--- src/verilog/reset_state_manager_pkg.sv ---
// Constants and types for the reset state manager.
// Assumes an AHB-Lite fabric with 32-bit data and one word per register.
package reset_state_manager_pkg;

	// ------------------------------------------------------------
	// Register map
	// ------------------------------------------------------------
	localparam logic [7:0] OFS_COMMAND = 8'h00;
	localparam logic [7:0] OFS_STATUS = 8'h04;
	localparam logic [7:0] OFS_MODE = 8'h08;
	localparam logic [7:0] WRITE_KEY = 8'hA5;

	// ------------------------------------------------------------
	// Field positions
	// ------------------------------------------------------------
	localparam int KEY_LSB = 24;
	localparam int CMD_CPU_BIT = 0;
	localparam int CMD_PERIPH_BIT = 2;
	localparam int CMD_PIN_BIT = 3;
	localparam int ST_SEEN_BIT = 0;
	localparam int ST_CAUSE_LSB = 8;
	localparam int ST_LEVEL_BIT = 16;
	localparam int ST_BUSY_BIT = 17;
	localparam int MODE_URE_BIT = 0;
	localparam int MODE_UIE_BIT = 4;
	localparam int MODE_LEN_LSB = 8;

	// ------------------------------------------------------------
	// Reset causes and timing
	// ------------------------------------------------------------
	localparam logic [2:0] CAUSE_GENERAL = 3'h0;
	localparam logic [2:0] CAUSE_WAKEUP = 3'h1;
	localparam logic [2:0] CAUSE_WDOG = 3'h2;
	localparam logic [2:0] CAUSE_SW = 3'h3;
	localparam logic [2:0] CAUSE_USER = 3'h4;
	localparam logic [1:0] STATE_CYCLES = 2'h3;
	localparam logic [1:0] HTRANS_NONSEQ = 2'h2;

	typedef enum logic [4:0] {
		ST_IDLE = 5'b00001,
		ST_USER = 5'b00010,
		ST_START = 5'b00100,
		ST_SOFT = 5'b01000,
		ST_WDOG = 5'b10000
	} rsm_state_t;

endpackage

--- src/verilog/reset_state_manager.sv ---
// Reset state manager: pin reset, software commands, watchdog reset.
// Assumes slow_clock and the pin are synchronous to mclk; slow clock
// rising edges are found by sampling it on mclk.
`timescale 1ns/1ps
module reset_state_manager
	import reset_state_manager_pkg::*;
	#(
		parameter int PULSE_W = 17
	)
	(
		// Clock and reset
		input wire logic mclk,
		input wire logic rst,
		// AHB-Lite slave
		input wire logic hsel,
		input wire logic [31:0] haddr,
		input wire logic [1:0] htrans,
		input wire logic hwrite,
		input wire logic [2:0] hsize,
		input wire logic [31:0] hwdata,
		input wire logic hready,
		output logic hreadyout,
		output logic hresp,
		output logic [31:0] hrdata,
		// Slow clock and power strap
		input wire logic slow_clock,
		input wire logic backup_power_rise,
		// Watchdog
		input wire logic wdog_fault,
		input wire logic wdog_reset_enable,
		input wire logic wdog_cpu_only,
		// External reset pin, open drain
		input wire logic pin_in,
		output logic pin_out,
		output logic pin_oe,
		// Internal resets and interrupt
		output logic cpu_reset,
		output logic periph_reset,
		output logic cpu_clk_en,
		output logic user_reset_irq
	);

	// ------------------------------------------------------------
	// Declarations
	// ------------------------------------------------------------
	rsm_state_t state_q, state_d;
	logic [1:0] cnt_q, cnt_d;
	logic slow_prev_q;
	logic pin_s1_q, pin_s2_q;
	logic pin_level_q;
	logic seen_q;
	logic busy_q;
	logic cmd_cpu_q, cmd_per_q, cmd_pin_q;
	logic wd_pend_q;
	logic self_q;
	logic init_q;
	logic [2:0] cause_q;
	logic ure_q, uie_q;
	logic [3:0] len_q;
	logic [PULSE_W-1:0] pulse_q, pulse_d;
	logic wr_q, rd_unused_q;
	logic [7:0] addr_q;
	logic cpu_reset_q, periph_reset_q, clk_en_q, pin_oe_q, irq_q;
	logic [31:0] hrdata_q;
	logic hreadyout_q;

	// ------------------------------------------------------------
	// Bus decode
	// ------------------------------------------------------------
	wire logic addr_phase = hsel && hready && htrans == HTRANS_NONSEQ;
	wire logic rd_take = addr_phase && !hwrite;
	wire logic wr_take = addr_phase && hwrite;
	wire logic [7:0] word_ofs = {haddr[7:2], 2'b00};
	wire logic ofs_hit = haddr[31:8] == 24'h000000;
	wire logic rd_status = rd_take && ofs_hit && word_ofs == OFS_STATUS;
	wire logic key_ok = hwdata[KEY_LSB +: 8] == WRITE_KEY;
	wire logic wr_mode = wr_q && addr_q == OFS_MODE && key_ok;
	wire logic [2:0] cmd_bits =
		{hwdata[CMD_PIN_BIT], hwdata[CMD_PERIPH_BIT], hwdata[CMD_CPU_BIT]};
	wire logic cmd_ok = wr_q && addr_q == OFS_COMMAND && key_ok;
	// Locked while busy or while another reset holds the processor
	wire logic cmd_take = cmd_ok && (cmd_bits != 3'h0) && !busy_q
		&& state_q == ST_IDLE
		&& !(wd_pend_q && wdog_reset_enable);

	// ------------------------------------------------------------
	// Slow clock tick and pin resynchronisation
	// ------------------------------------------------------------
	wire logic tick = slow_clock && !slow_prev_q;
	wire logic pin_high = pin_s2_q;
	wire logic pulse_busy = pulse_q != '0;
	wire logic wd_req = wd_pend_q && wdog_reset_enable;
	wire logic user_req = ure_q && !pin_high && !self_q;
	wire logic ext_hold = self_q && !pulse_busy && !pin_high;
	wire logic cnt_done = cnt_q == 2'h0;
	wire logic [PULSE_W-1:0] pulse_len =
		PULSE_W'(1) << (5'(len_q) + 5'h1);
	wire logic pin_falling = pin_level_q && !pin_in;

	// ------------------------------------------------------------
	// State machine on slow clock ticks
	// ------------------------------------------------------------
	always_comb
	begin
		state_d = state_q;
		cnt_d = cnt_q;
		unique case (state_q)
			ST_IDLE:
			begin
				if (wd_req)
				begin
					state_d = ST_WDOG;
					cnt_d = STATE_CYCLES - 2'h1;
				end
				else if (busy_q)
				begin
					state_d = ST_SOFT;
					cnt_d = STATE_CYCLES - 2'h1;
				end
				else if (user_req)
					state_d = ST_USER;
			end
			ST_USER:
			begin
				if (pin_high)
				begin
					state_d = ST_START;
					cnt_d = STATE_CYCLES - 2'h1;
				end
			end
			ST_START:
			begin
				if (cnt_done)
					state_d = ST_IDLE;
				else
					cnt_d = cnt_q - 2'h1;
			end
			ST_SOFT:
			begin
				if (wd_req)
				begin
					state_d = ST_WDOG;
					cnt_d = STATE_CYCLES - 2'h1;
				end
				else if (cnt_done && !ext_hold)
					state_d = ST_IDLE;
				else if (!cnt_done)
					cnt_d = cnt_q - 2'h1;
			end
			ST_WDOG:
			begin
				if (cnt_done && !ext_hold)
					state_d = ST_IDLE;
				else if (!cnt_done)
					cnt_d = cnt_q - 2'h1;
			end
		endcase
	end

	wire logic enter_wdog = state_q != ST_WDOG && state_d == ST_WDOG;
	wire logic enter_soft = state_q == ST_IDLE && state_d == ST_SOFT;
	wire logic leave_soft = state_q == ST_SOFT && state_d == ST_IDLE;
	wire logic leave_any = state_q != ST_IDLE && state_d == ST_IDLE;
	wire logic pulse_start = (enter_soft && cmd_pin_q)
		|| (enter_wdog && !wdog_cpu_only);

	always_comb
	begin
		pulse_d = pulse_q;
		if (pulse_start)
			pulse_d = pulse_len;
		else if (pulse_busy)
			pulse_d = pulse_q - PULSE_W'(1);
	end

	// Reset levels for the state being entered; reset cause from the state being left
	wire logic [2:0] cause_next =
		state_q == ST_START ? CAUSE_USER :
		state_q == ST_WDOG ? CAUSE_WDOG : CAUSE_SW;
	wire logic cause_load = tick && leave_any
		&& (state_q != ST_SOFT || cmd_cpu_q);
	wire logic cpu_next = state_d != ST_IDLE
		&& (state_d != ST_SOFT || cmd_cpu_q);
	wire logic per_next = state_d == ST_USER || state_d == ST_START
		|| (state_d == ST_SOFT && cmd_per_q)
		|| (state_d == ST_WDOG && (state_q == ST_WDOG
			? periph_reset_q : !wdog_cpu_only));
	// Tick levels, or the held level between ticks
	wire logic cpu_hold = tick ? cpu_next : cpu_reset_q;
	wire logic per_hold = tick ? per_next : periph_reset_q;

	// ------------------------------------------------------------
	// Slow-clock sequencing registers
	// ------------------------------------------------------------
	always_ff @(posedge mclk or posedge rst)
	begin
		if (rst)
		begin
			slow_prev_q <= 1'b0;
			pin_s1_q <= 1'b1;
			pin_s2_q <= 1'b1;
			state_q <= ST_IDLE;
			cnt_q <= 2'h0;
			pulse_q <= '0;
			self_q <= 1'b0;
		end
		else
		begin
			slow_prev_q <= slow_clock;
			if (tick)
			begin
				pin_s1_q <= pin_in;
				pin_s2_q <= pin_s1_q;
				state_q <= state_d;
				cnt_q <= cnt_d;
				pulse_q <= pulse_d;
				if (pulse_start)
					self_q <= 1'b1;
				else if (!pulse_busy && pin_high)
					self_q <= 1'b0;
			end
		end
	end

	// ------------------------------------------------------------
	// Command, watchdog and reset outputs
	// ------------------------------------------------------------
	always_ff @(posedge mclk or posedge rst)
	begin
		if (rst)
		begin
			busy_q <= 1'b0;
			cmd_cpu_q <= 1'b0;
			cmd_per_q <= 1'b0;
			cmd_pin_q <= 1'b0;
			wd_pend_q <= 1'b0;
			cpu_reset_q <= 1'b0;
			periph_reset_q <= 1'b0;
			clk_en_q <= 1'b1;
			pin_oe_q <= 1'b0;
		end
		else
		begin
			if (cmd_take)
			begin
				busy_q <= 1'b1;
				cmd_cpu_q <= cmd_bits[0];
				cmd_per_q <= cmd_bits[1];
				cmd_pin_q <= cmd_bits[2];
			end
			else if (tick && (leave_soft || enter_wdog))
				busy_q <= 1'b0;
			// Fault held until the next slow clock tick, then consumed
			if (wdog_fault)
				wd_pend_q <= 1'b1;
			else if (tick)
				wd_pend_q <= 1'b0;
			// Command on a tick edge must not skip the tick update
			cpu_reset_q <= cpu_hold || (cmd_take && cmd_bits[0]);
			periph_reset_q <= per_hold || (cmd_take && cmd_bits[1]);
			if (tick)
			begin
				clk_en_q <= state_d != ST_USER;
				pin_oe_q <= pulse_d != '0;
			end
		end
	end

	// ------------------------------------------------------------
	// Status, mode and cause
	// ------------------------------------------------------------
	always_ff @(posedge mclk or posedge rst)
	begin
		if (rst)
		begin
			pin_level_q <= 1'b1;
			seen_q <= 1'b0;
			irq_q <= 1'b0;
			init_q <= 1'b0;
			cause_q <= CAUSE_GENERAL;
			ure_q <= 1'b0;
			uie_q <= 1'b0;
			len_q <= 4'h0;
		end
		else
		begin
			pin_level_q <= pin_in;
			// Set wins over the read clear
			if (pin_falling)
				seen_q <= 1'b1;
			else if (rd_status)
				seen_q <= 1'b0;
			irq_q <= !ure_q && uie_q
				&& (pin_falling || (seen_q && !rd_status));
			init_q <= 1'b1;
			if (!init_q)
				cause_q <= backup_power_rise ? CAUSE_GENERAL : CAUSE_WAKEUP;
			else if (cause_load)
				cause_q <= cause_next;
			if (wr_mode)
			begin
				ure_q <= hwdata[MODE_URE_BIT];
				uie_q <= hwdata[MODE_UIE_BIT];
				len_q <= hwdata[MODE_LEN_LSB +: 4];
			end
		end
	end

	// ------------------------------------------------------------
	// Bus slave
	// ------------------------------------------------------------
	wire logic [31:0] status_word = {31'h0, seen_q} << ST_SEEN_BIT
		| {29'h0, cause_q} << ST_CAUSE_LSB
		| {31'h0, pin_level_q} << ST_LEVEL_BIT
		| {31'h0, busy_q} << ST_BUSY_BIT;
	wire logic [31:0] mode_word = {31'h0, ure_q} << MODE_URE_BIT
		| {31'h0, uie_q} << MODE_UIE_BIT
		| {28'h0, len_q} << MODE_LEN_LSB;
	wire logic [31:0] read_word = !ofs_hit ? 32'h0 :
		word_ofs == OFS_STATUS ? status_word :
		word_ofs == OFS_MODE ? mode_word : 32'h0;

	always_ff @(posedge mclk or posedge rst)
	begin
		if (rst)
		begin
			wr_q <= 1'b0;
			rd_unused_q <= 1'b0;
			addr_q <= 8'h00;
			hrdata_q <= 32'h0;
			hreadyout_q <= 1'b0;
		end
		else
		begin
			hreadyout_q <= 1'b1;
			wr_q <= wr_take && ofs_hit;
			rd_unused_q <= hsize != 3'h2;
			addr_q <= word_ofs;
			if (rd_take)
				hrdata_q <= read_word;
		end
	end

	// ------------------------------------------------------------
	// Outputs
	// ------------------------------------------------------------
	assign hreadyout = hreadyout_q;
	assign hresp = 1'b0 & rd_unused_q;
	assign hrdata = hrdata_q;
	assign pin_out = 1'b0;
	assign pin_oe = pin_oe_q;
	assign cpu_reset = cpu_reset_q;
	assign periph_reset = periph_reset_q;
	assign cpu_clk_en = clk_en_q;
	assign user_reset_irq = irq_q;

endmodule // reset_state_manager

--- config.mk ---
export PLATFORM = sky130hd
export DESIGN_NAME = reset_state_manager
export DESIGN_NICKNAME = d
export VERILOG_FILES = /design/src/verilog/reset_state_manager_pkg.sv /design/src/verilog/reset_state_manager.sv
export SDC_FILE = /design/constraint.sdc
export NUM_CORES = 1
export LEC_CHECK = 0
export BUFFER_PORTS_ARGS = -buffer_cell sky130_fd_sc_hd__clkbuf_2
export CORE_MARGIN = 3
export CORE_UTILIZATION = 45
export CTS_BUF_LIST = sky130_fd_sc_hd__clkbuf_2 sky130_fd_sc_hd__clkbuf_4 sky130_fd_sc_hd__clkbuf_8
export CTS_CLUSTER_SIZE = 16
export DETAILED_ROUTE_END_ITERATION = 12
export PLACE_DENSITY_LB_ADDON = 0.2
export SYNTH_ARGS = -nofsm -noshare
export SYNTH_HDL_FRONTEND = slang
export SYNTH_SLANG_ARGS = --single-unit
--- constraint.sdc ---
create_clock -name mclk -period 5.5 [get_ports mclk]
set_input_delay 1.1 -clock mclk [delete_from_list [all_inputs] [get_ports mclk]]
set_output_delay 1.1 -clock mclk [all_outputs]
set_load 0.05 [all_outputs]
==> impl_metrics.env <==
export IMPL_outcome="complete, no violations"
export IMPL_initial_core_util_pct=46.6
export IMPL_period_share_pct=60.6
export IMPL_grt_pass1_wl_mm=18.0
export IMPL_synth_top_area_share_pct=36.6
export IMPL_final_setup_tns_ns=0
export IMPL_cts_setup_buffers=0
export IMPL_yosys_top_cells_area="dfrtp_1 (37%), buf_4 (5.1%), dfstp_2 (3.2%)"
export IMPL_hold_class="reg2reg"
export IMPL_yosysSeqAreaShare_pct=39.8
export IMPL_viasPerCell=6.16
export IMPL_ios=120
export IMPL_skew_ns=0.0119
export IMPL_critPathSlowestCell="o2111a_1"
export IMPL_numPortBuffers=72
export IMPL_diodes=0
export IMPL_chipHeight_um=101
export IMPL_yosysTopAreaCell="dfrtp_1"
export IMPL_internal_power_w=0.000964
export IMPL_die_w_um=101
export IMPL_wl_mm=10.9
export IMPL_combPwrFrac_pct=33.9
export IMPL_area_growth_pct=11.4
export IMPL_critical_path_top_delay_family="compound AO/OA/AOI/OAI gates"
export IMPL_gp_congestion=0.870
export IMPL_critPathLaunch="state_q[2]$_DFFE_PP0P_"
export IMPL_netlist_top_cells_count="dfrtp_1 (60), nor2_1 (33), nand2_1 (30)"
export IMPL_cp_max_fo=27
export IMPL_yosys_register_bits=65
export IMPL_clkSinkCount=65
export IMPL_postPlaceCellArea_um2=4370
export IMPL_cts_hold_buf=0
export IMPL_max_freq_ghz=0.300
export IMPL_die_area_um2=10300
export IMPL_drtPass1Iterations=6
export IMPL_rr_worst_depth=6
export IMPL_place_ws_ns=1.92
export IMPL_avgRoutedWirePerCell_um=17.7
export IMPL_crit_arrival_ns=3.57
export IMPL_powerDensity_nw_per_um2=360
export IMPL_cp_end_kind="register"
export IMPL_dp_hpwl_mm=7.83
export IMPL_finalNetCount=585
export IMPL_antenna_found_initial=0
export IMPL_rsz0062_at_grt="no"
export IMPL_hold_violations=0
export IMPL_crit_path_start_kind="register"
export IMPL_route_detailed_drc=0
export IMPL_cts_tree="done"
export IMPL_p_sw_w=0.000681
export IMPL_p_leak_nw=2.07
export IMPL_n_fill_cell=802
export IMPL_synthCells=446
export IMPL_crit_chain="nor4_1 -> o41ai_1 -> o311a_1 -> o2111a_1 -> o21ai_0 -> a221o_1"
export IMPL_worst_slew_pin_slew_ns=1.13
export IMPL_yosysMostFrequentCell="dfrtp_1"
export IMPL_ys_warn_count=0
export IMPL_p_clk_share_pct=26.0
export IMPL_setup_worst_path_end="pulse_q[1]$_DFFE_PP0P_"
export IMPL_clk_latency_ns=0.35
export IMPL_grt_max_degree=66
export IMPL_cts_root_buf="clkbuf_8"
export IMPL_h_tree_depth=3
export IMPL_finalPower_w=0.00165
export IMPL_ys_flop_type="dfrtp_1"
export IMPL_syn_area_um2=4100
export IMPL_fin_crit_ns=3.33
export IMPL_cp_required_ns=5.74
export IMPL_core_area_um2=8810
export IMPL_rrSetupSlack_ns=2.17
export IMPL_synth_avg_cell_area_um2=9.20
export IMPL_critPathBufInv=0
export IMPL_first_global_vias=3604
export IMPL_timing_final_ws_setup_ns=2.17
export IMPL_postRouteAntennaNets=0
export IMPL_synth_edf_count=0
export IMPL_worstSetupPathType="reg2reg"
export IMPL_layout_drive_gt1_share_pct=23.4
export IMPL_slew_headroom_pct=24.3
export IMPL_irDropWorstVdd_uv=225
export IMPL_r2r_end="pulse_q[1]$_DFFE_PP0P_"
export IMPL_vias=3797
export IMPL_initialDrtViolationCount=264
export IMPL_cts_made_buffers=9
export IMPL_rows=34
export IMPL_switching_share_pct=41.4
export IMPL_crit_path_max_incr_delay_ns=0.86
export IMPL_drv_slew=0
export IMPL_cp_depth=6
export IMPL_synth_distinct_cells=71
export IMPL_async_flop_share_pct=100
export IMPL_clockBufferDepth=2
export IMPL_maxCapViolations=0
export IMPL_grt_remaining_overflow=0
export IMPL_seq_power_share_pct=40.1
export IMPL_ctsResizeCount=0
export IMPL_track_usage_pct=21.9
export IMPL_clk_pin_slew_ns=0.08
export IMPL_fin_area_um2=4570
export IMPL_finalSetupViolations=0
export IMPL_timing_rr_start="state_q[2]$_DFFE_PP0P_"
## final cells by class
cell class | count | area [um^2] | area share [%]
inverters | 15 | 56.3 | 1.23
clock inverters | 7 | 77.6 | 1.70
flip-flops and latches | 65 | 1630 | 35.7
clock buffers | 9 | 124 | 2.71
well taps | 108 | 135 | 2.96
multi-input cells | 337 | 2160 | 47.3
repair buffers | 75 | 383 | 8.38
## metrics by stage
step                      util, %  hold WS, ns  cells
after detailed placement     49.6        0.454    600
after CTS                    51.9        0.467    616
after floorplan                 -        0.435    471
final                        51.9        0.463    616
after global routing         51.9        0.479    616
after global placement       49.6        0.442    600
## state kept, by name (all words and copies together) (netlist names), 2 cells and up
register and cells:
addr_q 6, len_q 4, cause_q 3, hrdata 8
cnt_q 2, pulse_q 17, state_q 5
## tightest hold or removal path: stages (launching register included)
cell and delay, ns:
dfstp_2 0.37, nand2_1 0.05, nand2_1 0.05
## power groups by stage
stage | combinational [W] | clock (W) | sequential [W]
after floorplan | 0.000471 | 0 | 0.000628
after global placement | 0.000537 | 0 | 0.000662
after detailed placement | 0.000545 | 0 | 0.000665
after CTS | 0.000549 | 0.000440 | 0.000657
after global routing | 0.000615 | 0.000459 | 0.000674
final | 0.000557 | 0.000428 | 0.000660
## routing by layer
layer | vias up | track usage [%] | part of all wire, %
met4 | 0 | 8.69 | 3.0
met5 | - | 0 | 0
li1 | 1753 | - | -
met2 | 170 | 34.7 | 48
met3 | 32 | 3.99 | 6.4
met1 | 1842 | 29.8 | 43
## kinds of logic after synthesis
logic type / after synthesis / synth area share, %
and+or+nand+nor: 183 / 25.5
AOI/OAI and AO/OA: 109 / 20.0
buffers and inverters: 69 / 9.85
DFF: 65 / 39.8
muxes: 13 / 3.48
xor gates and xnor gates: 3 / 0.641
adders and majority gates: 2 / 0.610
other: 2 / 0.183
## worst min-delay path by stage
| stage | startpoint | to | slack, ns | cells past startpoint |
|---|---|---|---|---|
| 3_3_place_gp | pin_s1_q$_DFFE_PP1P_ | pin_high$_DFFE_PP1P_ | 0.44 | 2 |
| 4_1_cts | pin_s1_q$_DFFE_PP1P_ | pin_s1_q$_DFFE_PP1P_ | 0.47 | 2 |
| 6_report | pin_s1_q$_DFFE_PP1P_ | pin_high$_DFFE_PP1P_ | 0.46 | 2 |
| 5_1_grt | pin_s1_q$_DFFE_PP1P_ | pin_high$_DFFE_PP1P_ | 0.48 | 2 |
| 3_5_place_dp | pin_s1_q$_DFFE_PP1P_ | pin_s1_q$_DFFE_PP1P_ | 0.45 | 2 |
| 2_1_floorplan | pin_s1_q$_DFFE_PP1P_ | pin_high$_DFFE_PP1P_ | 0.43 | 2 |
## cell usage in the layout, fill, tap and decap left out, types with 5 or more instances in the layout
cell type and count:
inv_1 14, nand2_1 30, nor4_1 18, or3_1 5
conb_1 27, clkbuf_2 72, a31oi_1 5, a21o_1 5
nand2b_1 10, nand3_1 9, dfstp_2 5, nor3_1 19
nor2_1 33, dfrtp_1 60, o21ai_0 21, nor2b_1 6
nand4_1 12, clkbuf_8 9, a221o_1 13, a22o_1 7
a21oi_1 13, mux2_2 9
No activity file was read; power rests on OpenSTA's default activity.
